===== config.mk =====
export PLATFORM = sky130hd
export DESIGN_NAME = dcs_sync_ctrl
export DESIGN_NICKNAME = d
export VERILOG_FILES = /design/src/hw/dcs_pkg.sv /design/src/hw/dcs_pulse_gen.sv /design/src/hw/dcs_latch_route.sv /design/src/hw/dcs_sync_ctrl.sv
export VERILOG_INCLUDE_DIRS = /design/src /design/src/hw
export SDC_FILE = /design/constraint.sdc
export NUM_CORES = 1
export LEC_CHECK = 0
export ABC_CLOCK_PERIOD_IN_PS = 2300
export BUFFER_PORTS_ARGS = -buffer_cell sky130_fd_sc_hd__buf_4
export CAP_MARGIN = 15
export CELL_PAD_IN_SITES_DETAIL_PLACEMENT = 0
export CELL_PAD_IN_SITES_GLOBAL_PLACEMENT = 1
export CORE_ASPECT_RATIO = 0.6
export CORE_MARGIN = 1
export CORE_UTILIZATION = 40
export CTS_BUF_LIST = sky130_fd_sc_hd__clkbuf_2
export DETAILED_ROUTE_END_ITERATION = 12
export GPL_TIMING_DRIVEN = 0
export PLACE_DENSITY_LB_ADDON = 0.1
export SLEW_MARGIN = 20
export SYNTH_ARGS = -nofsm -noshare
export SYNTH_HDL_FRONTEND = slang
export SYNTH_SLANG_ARGS = --single-unit
export TNS_END_PERCENT = 50

===== constraint.sdc =====
create_clock -name clk_sys -period 2.3 [get_ports clk_sys]
set_input_delay 0.345 -clock clk_sys [delete_from_list [all_inputs] [get_ports clk_sys]]
set_output_delay 0.345 -clock clk_sys [all_outputs]
set_load 0.01 [all_outputs]

===== src/hw/dcs_regs.svh =====
// Register offsets, field positions, reset values and timing figures of the sync control bank
`ifndef DCS_REGS_SVH
`define DCS_REGS_SVH

// ==========================================================
// Register byte offsets
`define DCS_OFS_TDIFF_DEPTH   12'h934
`define DCS_OFS_SPEED_DEPTH   12'h935
`define DCS_OFS_OWNERSHIP     12'h980
`define DCS_OFS_ACTIVATION    12'h981
`define DCS_OFS_PULSE_LEN_LO  12'h982
`define DCS_OFS_PULSE_LEN_HI  12'h983
`define DCS_OFS_STATUS_A      12'h98E
`define DCS_OFS_STATUS_B      12'h98F

// ==========================================================
// Reset values
`define DCS_RST_TDIFF_DEPTH   4'h4
`define DCS_RST_SPEED_DEPTH   4'hC
`define DCS_RST_PULSE_LEN     16'h0000

// ==========================================================
// Ownership register bit positions
`define DCS_OWN_SYNC          0
`define DCS_OWN_LATCH0        4
`define DCS_OWN_LATCH1        5

// ==========================================================
// Activation register bit positions
`define DCS_ACT_UNIT          0
`define DCS_ACT_GEN_A         1
`define DCS_ACT_GEN_B         2
`define DCS_ACT_AUTO          3
`define DCS_ACT_EXTEND        4
`define DCS_ACT_PLAUS         5
`define DCS_ACT_NEAR          6
`define DCS_ACT_DEBUG         7

// ==========================================================
// Pulse timing: length unit and clock period, both in ns
`define DCS_UNIT_NS           21'h0000A
`define DCS_CYCLE_NS          21'h00019

`endif


===== src/hw/dcs_pkg.sv =====
// Types shared by the sync control bank modules
package dcs_pkg;

   // ==========================================================
   // Pulse generator state
   typedef struct packed {
      logic        pulseOut;   // Sync output level
      logic        ackMode;    // Pulse held until status read
      logic [20:0] remNs;      // Remaining pulse time in ns
   } dcs_pulse_state_t;

   // ==========================================================
   // Latch interrupt router state
   typedef struct packed {
      logic irqFieldbus;       // Interrupt toward fieldbus side
      logic irqHost;           // Interrupt toward host interface
   } dcs_route_state_t;

   // ==========================================================
   // Register bank state
   typedef struct packed {
      logic [3:0]  timeDiffDepth;    // System time deviation filter depth
      logic [3:0]  speedDepth;       // Clock period filter depth
      logic        latch0Own;        // Stored latch unit 0 ownership
      logic        latch1Own;        // Latch unit 1 ownership
      logic        syncOwn;          // Sync unit ownership
      logic        latch0Eff;        // Effective latch unit 0 ownership
      logic [7:0]  activation;       // Activation register
      logic [15:0] pulseLen;         // Pulse length in 10 ns units
      logic        timeDiffReset;    // Pulse: clear time difference
      logic        speedFilterReset; // Pulse: clear speed filter
      logic [7:0]  fbRdata;          // Fieldbus read data
      logic [7:0]  hiRdata;          // Host read data
   } dcs_bank_state_t;

endpackage


===== src/hw/dcs_pulse_gen.sv =====
// Sync output pulse timer with timed and acknowledge modes
`include "dcs_regs.svh"
module dcs_pulse_gen
   import dcs_pkg::*;
(
   // Clock and reset
   input  wire logic        clk_sys,
   input  wire logic        rst_b,
   // Control
   input  wire logic        trigger,
   input  wire logic [15:0] pulseLen,
   input  wire logic        ackClear,
   // Output
   output logic             pulseOut
);
   import dcs_pkg::*;

   dcs_pulse_state_t s;        // Current state
   dcs_pulse_state_t next_s;   // Next state

   // ==========================================================
   // Next state
   always_comb begin
      next_s = s;
      if (trigger) begin
         // Start, or restart, a pulse
         next_s.pulseOut = 1'b1;
         next_s.ackMode  = (pulseLen == 16'h0000);
         next_s.remNs    = 21'({5'h00, pulseLen} * `DCS_UNIT_NS);
      end else if (s.pulseOut && s.ackMode) begin
         // Held until the status register is read
         if (ackClear) begin
            next_s.pulseOut = 1'b0;
            next_s.ackMode  = 1'b0;
         end
      end else if (s.pulseOut) begin
         // Count down whole clock periods; rounds up to full cycles
         if (s.remNs <= `DCS_CYCLE_NS) begin
            next_s.pulseOut = 1'b0;
            next_s.remNs    = 21'h00000;
         end else begin
            next_s.remNs = s.remNs - `DCS_CYCLE_NS;
         end
      end
   end

   // ==========================================================
   // State register
   always_ff @(posedge clk_sys) begin
      if (!rst_b) begin
         s <= '0;
      end else begin
         s <= next_s;
      end
   end

   assign pulseOut = s.pulseOut;

endmodule


===== src/hw/dcs_latch_route.sv =====
// Routes one latch unit's interrupt to its owning interface
module dcs_latch_route
   import dcs_pkg::*;
(
   // Clock and reset
   input  wire logic clk_sys,
   input  wire logic rst_b,
   // Event and owner
   input  wire logic latchEvent,
   input  wire logic hostOwned,
   // Routed interrupts
   output logic      irqFieldbus,
   output logic      irqHost
);
   import dcs_pkg::*;

   dcs_route_state_t s;        // Current state
   dcs_route_state_t next_s;   // Next state

   // ==========================================================
   // Steer the event by ownership
   always_comb begin
      next_s.irqFieldbus = latchEvent && !hostOwned;
      next_s.irqHost     = latchEvent && hostOwned;
   end

   // ==========================================================
   // State register
   always_ff @(posedge clk_sys) begin
      if (!rst_b) begin
         s <= '0;
      end else begin
         s <= next_s;
      end
   end

   assign irqFieldbus = s.irqFieldbus;
   assign irqHost     = s.irqHost;

endmodule


===== src/hw/dcs_sync_ctrl.sv =====
// Distributed clock sync activation and ownership register bank
`include "dcs_regs.svh"
// ==========================================================
// Overview of operation
// - 4-bit time filter depth, reset 4, write clears
// - 4-bit speed filter depth, reset 12, write resets
// - Bit 5 gives latch unit 1 owner
// - Latch interrupts follow their unit's owner
// - Bit 4 latch 0 owner, forced host while host runs system time
// - Bit 0 selects sync unit owner
// - Activation writes only from sync owner
// - Bit 7 fires debug pulse on enabled outputs
// - Bit 6 selects near future window
// - Bit 5 enables immediate start when outside
// - Bit 4 extends 32-bit start time
// - Bit 3 auto-activates on start time write
// - Bits 2 and 1 enable sync outputs
// - Pulse length counted in 10 ns units
// - Zero length selects acknowledge mode
// - Pulse length read-only, loaded from EEPROM
// - Wide registers little-endian by byte address
// - Host status read clears acknowledged sync
module dcs_sync_ctrl
   import dcs_pkg::*;
(
   // Clock and reset
   input  wire logic        clk_sys,
   input  wire logic        rst_b,
   // Fieldbus side register port
   input  wire logic [11:0] fbAddr,
   input  wire logic        fbWrite,
   input  wire logic        fbRead,
   input  wire logic [7:0]  fbWdata,
   output logic      [7:0]  fbRdata,
   // Host interface register port
   input  wire logic [11:0] hiAddr,
   input  wire logic        hiWrite,
   input  wire logic        hiRead,
   input  wire logic [7:0]  hiWdata,
   output logic      [7:0]  hiRdata,
   // Configuration load and system time mode
   input  wire logic        eepromLoad,
   input  wire logic [15:0] eepromPulseLen,
   input  wire logic        sysTimeHostCtrl,
   // Cyclic unit and latch unit events
   input  wire logic        startTimeWritten,
   input  wire logic        syncStartA,
   input  wire logic        syncStartB,
   input  wire logic        latchEvent0,
   input  wire logic        latchEvent1,
   // Filter control
   output logic      [3:0]  timeDiffDepth,
   output logic      [3:0]  speedDepth,
   output logic             timeDiffReset,
   output logic             speedFilterReset,
   // Ownership
   output logic             latch0Host,
   output logic             latch1Host,
   output logic             syncHostOwned,
   output logic      [1:0]  latchIrqFieldbus,
   output logic      [1:0]  latchIrqHost,
   // Activation controls
   output logic             syncUnitActive,
   output logic             nearFutureShort,
   output logic             plausCheckEn,
   output logic             startTimeExtend,
   output logic             autoActivate,
   // Sync outputs
   output logic             syncOutA,
   output logic             syncOutB
);
   import dcs_pkg::*;

   dcs_bank_state_t s;        // Current state
   dcs_bank_state_t next_s;   // Next state

   logic fbWrTdiff;           // Fieldbus write to time filter depth
   logic fbWrSpeed;           // Fieldbus write to speed filter depth
   logic fbWrOwn;             // Fieldbus write to ownership
   logic actWrite;            // Accepted activation write
   logic [7:0] actWdata;      // Data of accepted activation write
   logic debugFire;           // Debug pulse request
   logic trigA;               // Pulse start on output A
   logic trigB;               // Pulse start on output B
   logic ackClrA;             // Host status read of output A
   logic ackClrB;             // Host status read of output B

   // ==========================================================
   // Read decode shared by both ports
   function automatic logic [7:0] readReg(input logic [11:0] addr,
                                          input dcs_bank_state_t st,
                                          input logic outA,
                                          input logic outB);
      logic [7:0] val;
      val = 8'h00;
      case (addr)
         `DCS_OFS_TDIFF_DEPTH:  val = {4'h0, st.timeDiffDepth};
         `DCS_OFS_SPEED_DEPTH:  val = {4'h0, st.speedDepth};
         // Reserved bits return zero
         `DCS_OFS_OWNERSHIP:    val = {2'b00, st.latch1Own, st.latch0Eff,
                                       3'b000, st.syncOwn};
         `DCS_OFS_ACTIVATION:   val = st.activation;
         // Low byte at the lower address
         `DCS_OFS_PULSE_LEN_LO: val = st.pulseLen[7:0];
         `DCS_OFS_PULSE_LEN_HI: val = st.pulseLen[15:8];
         `DCS_OFS_STATUS_A:     val = {7'h00, outA};
         `DCS_OFS_STATUS_B:     val = {7'h00, outB};
         default:               val = 8'h00;
      endcase
      return val;
   endfunction

   // ==========================================================
   // Write qualification
   always_comb begin
      // Filter and ownership writes only from the fieldbus side
      fbWrTdiff = fbWrite && (fbAddr == `DCS_OFS_TDIFF_DEPTH);
      fbWrSpeed = fbWrite && (fbAddr == `DCS_OFS_SPEED_DEPTH);
      fbWrOwn   = fbWrite && (fbAddr == `DCS_OFS_OWNERSHIP);
      // Activation writable only by the current sync unit owner
      if (s.syncOwn) begin
         actWrite = hiWrite && (hiAddr == `DCS_OFS_ACTIVATION);
         actWdata = hiWdata;
      end else begin
         actWrite = fbWrite && (fbAddr == `DCS_OFS_ACTIVATION);
         actWdata = fbWdata;
      end
      // Debug pulse on each output enabled by the new value
      debugFire = actWrite && actWdata[`DCS_ACT_DEBUG];
      trigA = (debugFire && actWdata[`DCS_ACT_GEN_A]) ||
              (syncStartA && s.activation[`DCS_ACT_UNIT] &&
               s.activation[`DCS_ACT_GEN_A]);
      trigB = (debugFire && actWdata[`DCS_ACT_GEN_B]) ||
              (syncStartB && s.activation[`DCS_ACT_UNIT] &&
               s.activation[`DCS_ACT_GEN_B]);
      // Status reads from the host clear held outputs
      ackClrA = hiRead && (hiAddr == `DCS_OFS_STATUS_A);
      ackClrB = hiRead && (hiAddr == `DCS_OFS_STATUS_B);
   end

   // ==========================================================
   // Next state
   always_comb begin
      next_s = s;
      // Filter depths; any fieldbus write also pulses the matching reset
      next_s.timeDiffReset    = fbWrTdiff;
      next_s.speedFilterReset = fbWrSpeed;
      if (fbWrTdiff) begin
         next_s.timeDiffDepth = fbWdata[3:0];
      end
      if (fbWrSpeed) begin
         next_s.speedDepth = fbWdata[3:0];
      end
      // Ownership bits
      if (fbWrOwn) begin
         next_s.syncOwn   = fbWdata[`DCS_OWN_SYNC];
         next_s.latch0Own = fbWdata[`DCS_OWN_LATCH0];
         next_s.latch1Own = fbWdata[`DCS_OWN_LATCH1];
      end
      // Latch unit 0 forced to host while host runs system time
      next_s.latch0Eff = next_s.latch0Own || sysTimeHostCtrl;
      // Activation register
      if (actWrite) begin
         next_s.activation = actWdata;
      end
      // Auto-activation wins over a simultaneous clearing write
      if (startTimeWritten && s.activation[`DCS_ACT_AUTO]) begin
         next_s.activation[`DCS_ACT_UNIT] = 1'b1;
      end
      // Pulse length only from the configuration load
      if (eepromLoad) begin
         next_s.pulseLen = eepromPulseLen;
      end
      // Read data captured on each read strobe
      if (fbRead) begin
         next_s.fbRdata = readReg(fbAddr, s, syncOutA, syncOutB);
      end
      if (hiRead) begin
         next_s.hiRdata = readReg(hiAddr, s, syncOutA, syncOutB);
      end
   end

   // ==========================================================
   // State register
   always_ff @(posedge clk_sys) begin
      if (!rst_b) begin
         s               <= '0;
         s.timeDiffDepth <= `DCS_RST_TDIFF_DEPTH;
         s.speedDepth    <= `DCS_RST_SPEED_DEPTH;
         s.pulseLen      <= `DCS_RST_PULSE_LEN;
      end else begin
         s <= next_s;
      end
   end

   // ==========================================================
   // Sync output timers
   dcs_pulse_gen u_pulse_a (
      .clk_sys  (clk_sys),
      .rst_b    (rst_b),
      .trigger  (trigA),
      .pulseLen (s.pulseLen),
      .ackClear (ackClrA),
      .pulseOut (syncOutA)
   );

   dcs_pulse_gen u_pulse_b (
      .clk_sys  (clk_sys),
      .rst_b    (rst_b),
      .trigger  (trigB),
      .pulseLen (s.pulseLen),
      .ackClear (ackClrB),
      .pulseOut (syncOutB)
   );

   // ==========================================================
   // Latch interrupt routers
   dcs_latch_route u_route_0 (
      .clk_sys     (clk_sys),
      .rst_b       (rst_b),
      .latchEvent  (latchEvent0),
      .hostOwned   (s.latch0Eff),
      .irqFieldbus (latchIrqFieldbus[0]),
      .irqHost     (latchIrqHost[0])
   );

   dcs_latch_route u_route_1 (
      .clk_sys     (clk_sys),
      .rst_b       (rst_b),
      .latchEvent  (latchEvent1),
      .hostOwned   (s.latch1Own),
      .irqFieldbus (latchIrqFieldbus[1]),
      .irqHost     (latchIrqHost[1])
   );

   // ==========================================================
   // Outputs straight from the state register
   assign fbRdata          = s.fbRdata;
   assign hiRdata          = s.hiRdata;
   assign timeDiffDepth    = s.timeDiffDepth;
   assign speedDepth       = s.speedDepth;
   assign timeDiffReset    = s.timeDiffReset;
   assign speedFilterReset = s.speedFilterReset;
   assign latch0Host       = s.latch0Eff;
   assign latch1Host       = s.latch1Own;
   assign syncHostOwned    = s.syncOwn;
   assign syncUnitActive   = s.activation[`DCS_ACT_UNIT];
   assign nearFutureShort  = s.activation[`DCS_ACT_NEAR];
   assign plausCheckEn     = s.activation[`DCS_ACT_PLAUS];
   assign startTimeExtend  = s.activation[`DCS_ACT_EXTEND];
   assign autoActivate     = s.activation[`DCS_ACT_AUTO];

endmodule


[After elaboration in Yosys (flattened, before gate mapping)]
Index checks and enable logic that the tools add are counted.
Storage, ports and cells
  bits in registers: 104
  output and inout bits: 40
Cells by class
  $add $sub $neg: 2
  multipliers: 1
  magnitude comparators: 2
  equal/unequal tests: 20
  muxes and demuxes: 25
  bitwise operators: 3
  reduce and logical (&&, ||, !) cells: 42
Operator list (number)
  12-bit equality test (second input constant): 16
  8-bit case mux with 8 select lines: 2
  21-bit 2-to-1 mux: 6
  23-bit 2-to-1 mux: 2
  21-bit by 5-bit less-or-equal comparator with 1-bit output (second input constant): 2
  21-bit by 5-bit subtractor with 21-bit output (second input constant): 2
  1-bit logical AND: 21
  16-bit by 3-bit multiplier with 19-bit output (second input constant): 1
  16-bit logical NOT: 1
  2-bit nonzero test: 7
  2-bit AND reduction: 6
  1-bit 2-to-1 mux: 11
  8-bit 2-to-1 mux: 1
  3-bit != test (second input constant): 2
  2-bit 2-to-1 mux: 2
  2-bit != test (second input constant): 2
  2-bit OR reduction: 2
  1-bit logical OR: 3
  3-bit 2-to-1 mux: 1
  1-bit NOT: 3
  1-bit logical NOT: 2

[Logic depth before layout (Yosys ltp)]
  depth in word-level cells: 8
  mapped depth: 10
  mapped depth without buffers: 9

[By module]
A second synthesis with hierarchy kept.
Unflattened totals
  cells, all modules: 913
  area total of the unflattened synthesis: 7795.0 um2
By module, submodules not included
  dcs_sync_ctrl: instances 1, cells an instance 345, area an instance 3158.0 um2, seq. area each 1081.0 um2
  dcs_pulse_gen at u_pulse_b: instances 1, cells an instance 273, area an instance 2273.4 um2, seq. area each 460.4 um2
  dcs_pulse_gen at u_pulse_a: instances 1, cells an instance 287, area an instance 2250.9 um2, seq. area each 460.4 um2
  dcs_latch_route: instances 2, cells an instance 4, area an instance 56.3 um2, seq. area each 40.0 um2

[Worst setup path before layout]
No wires, ideal clock.
  kind: register -> register
  from: reg, netlist name s[25]
  to: reg u_pulse_b.s[15] (netlist name)
  arrival time: 2.463 ns
  slack: -0.242 ns
  cell stages (with the launch flop): 9
  buffers on the path: 0
  clock period less this slack: 2.542 ns
  path through: dfxtp_1 -> ha_1 -> ha_1 -> a211o_1 -> or3_1 -> o211ai_1 -> o21ai_0 -> or3_1 -> o211ai_1
On the way
  word-level cells in the longest chain between the ends: 2
RTL lines
  16-bit by 3-bit multiplier with 19-bit output (no line)
  23-bit 2-to-1 mux: RTL line dcs_pulse_gen.sv:25  | if (trigger) begin
  end signal, assigned: RTL line dcs_pulse_gen.sv:53  | s <= next_s;
  end, declared: RTL line dcs_pulse_gen.sv:18  | dcs_pulse_state_t s;
Every way passes these cells.
A chain may end at the register's enable or synchronous reset.

[Final worst setup path]
  from: reg, netlist name s[29]
  to: reg u_pulse_a.s[18] (netlist name)
On the way
  word-level cells in the longest chain between the ends: 2
RTL lines (RTL line)
  16-bit by 3-bit multiplier with 19-bit output (no line)
  23-bit 2-to-1 mux: dcs_pulse_gen.sv:25
  end signal, assigned: dcs_pulse_gen.sv:53
  end, declared: dcs_pulse_gen.sv:18
Every way passes these cells.

==> metrics <==
Setup Skew 0.0528 ns; antenna cells 0; PortBufs 104; root buf cell clkbuf_2; outcome finished with violations; CTS buffer count 9; number of synthesized flops with an enable pin 0; ys async rst share 0%; Filler Cell Count 1581; crit path kind register to register; Synth area leader dfxtp_1; first-pass GRT wire length 37600 um; Via-to-Cell Ratio 5.87; Storage cell area 0.00215 mm^2; commonest non-fill, non-tap cell in the layout buf_4; Req. time, crit path 2.89 ns; die area 0.0176 mm^2; Synth Warn # 0; RSZ-0062 raised after global routing yes; per-cell routed wire length 20.6 um; final setup fails 15; CP endpoint kind register; grt total ovfl 0; Max Root-Sink Buffers 2; DRC violations left 0; worst skew pair latency 0.66 ns; startpoint type of the worst setup path register; CP Max Fanout 6; initial antenna violation count 0; synthesized instance count 846; post-synthesis net count 948; Slew Viols, Final 0; Area Growth Syn to Fin 33.8%; routed vias 7316; Yosys top cell area share 30.5%; Peak Freq 410 MHz; TritonCTS clock tree yes; die width 171 um; crit path DAT 3.03 ns; Slew HR 42.4%; Lkg Pwr 3.74 nW; FP Rows 36; HPWL after DPL 18800 um; Routed Antenna Nets 0; drt first pass iters 5; Area contributors post-synth dfxtp_1 (31%), mux2i_1 (6.0%), ha_1 (5.9%); footprint of the multi-input gates 0.00480 mm^2; number of global-route vias before repair 6366; register area share after synthesis 30.5%; IO Pins 109; layout cells sized above 1 29.6%; CTS Sinks 104; commonest non-fill, non-tap cells in the layout buf_4 (159), dfxtp_1 (82), nor2_1 (75); Mean Syn Cell Area 8.07 um^2; Hold Vio Cnt, Final 0; CTS H-tree lvls 3; core area 0.0164 mm^2; min-delay worst type input port to register; nets 1115; gr usage total 28.6%; fin crit share 106%; Max Cap Viol 0; Setup WS pre-CTS -0.802 ns; Mapped Area 0.00683 mm^2; largest net degree at the start of global routing 20; Final WS setup -0.140 ns; Power Density 390 mW/mm^2; worst vdd ir 0.281 mV; Distinct cells, synth 70; end-of-flow core utilization 55.6%; failing checks setup timing; top_reg_cell synth dfxtp_1; Die Y 103 um; worst slew pin tran 0.857 ns; Tot Pwr 3.57 mW; initial DRC count 733; total length of routed wires 25600 um; Clock Pin Slew Worst Setup and Hold Paths 0.33 ns; initial core utilization 41.5%; Final GP Congestion 0.882; Period minus WS final 2.44 ns; FF+latch count, synth 104
==> logic make-up (layout without fill, tap and decap cells) <==
family | after synthesis | count (layout) | synth area share [%]
AO/OA/AOI/OAI | 245 | 245 | 24.0
XOR/XNOR | 12 | 12 | 1.54
adder cells (fa/ha/maj) | 33 | 33 | 6.16
buffers and inverters | 91 | 263 | 6.67
flip-flops | 104 | 104 | 30.5
multiplexers | 52 | 52 | 7.83
AND/OR/NAND/NOR | 309 | 309 | 23.3
==> metal layers <==
metal	GRT usage [%]	wire, um	share of wire (%)
met5	0	0	0
met4	4.23	211	0.82
met3	8.26	2720	11
met2	36.9	9630	38
met1	45.7	13100	51
==> area by class of cell <==
type	count	share of cell area, %
Multi-Input combinational cell	651	52.6
Clock inverter	7	0.959
Timing Repair Buffer	162	14.3
Inverter	18	0.740
Sequential cell	104	23.6
Clock buffer	9	0.493
Buffer	67	4.25
Tap cell	228	3.12
==> critical path: stages (launching register included) <==
cell and delay, ns:
dfxtp_4 0.46, ha_1 0.30, ha_1 0.45, nand3_1 0.12
o22ai_1 0.22, a2111oi_2 0.09, a211oi_1 0.28, xor2_1 0.30
o2bb2ai_1 0.15
==> report_power, final <==
group / leakage, nW / total, mW / internal (mW) / switching [mW]
Combinational: 2.80 / 0.679 / 0.318 / 0.361
Clock: 0.0792 / 1.03 / 0.279 / 0.747
Sequential: 0.856 / 1.86 / 1.83 / 0.0346
Total: 3.74 / 3.57 / 2.42 / 1.14
==> cells in the mapped netlist (14+ instances only) <==
cell	n
inv_1	17
a21oi_1	52
buf_4	28
mux2i_1	41
ha_1	32
nand2_1	63
dfxtp_1	104
nor2_1	79
clkbuf_1	37
nor3_1	28
nand3_1	24
o21ai_0	63
a22oi_1	14
==> sequential cells by signal, summed over array words and instances, names as in the netlist, 4 cells and up <==
| register | cells |
|---|---|
| u_pulse_a.s | 22 |
| u_pulse_b.s | 22 |
| s | 20 |
| fbRdata | 8 |
| hiRdata | 8 |
| speedDepth | 4 |
| timeDiffDepth | 4 |
==> metrics by stage <==
| step | cell area (um^2) | setup TNS, ns | hold slack (ns) | instances |
|---|---|---|---|---|
| floorplan | 6880 | -0.0220 | 0.435 | 846 |
| global placement | 7940 | -27.33 | 0.453 | 1178 |
| detailed placement | 7940 | -27.78 | 0.464 | 1178 |
| CTS | 8810 | -1.28 | 0.00915 | 1239 |
| global route | 9140 | -3.63 | 0.00251 | 1246 |
| finish | 9140 | -1.17 | 0.0312 | 1246 |
==> timing repair <==
item,CTS,global route
setup endpoints to repair,53,43
pin swaps,21,10
hold endpoints to repair,36,0
gates resized for setup,85,53
setup buffers,22,7
hold buffers,29,0
==> final timing paths <==
kind | start | endpoint | slack [ns] | depth (start not counted)
worst max-delay path | s[29] | u_pulse_a.s[18] | -0.14 | 8
worst min-delay path | fbWdata[6] | nearFutureShort | 0.03 | 4
worst max register to register | s[29] | u_pulse_a.s[18] | -0.14 | 8
worst min register to register | fbRdata[0] | fbRdata[0] | 0.49 | 2
Power figures use the tool's default switching activity.
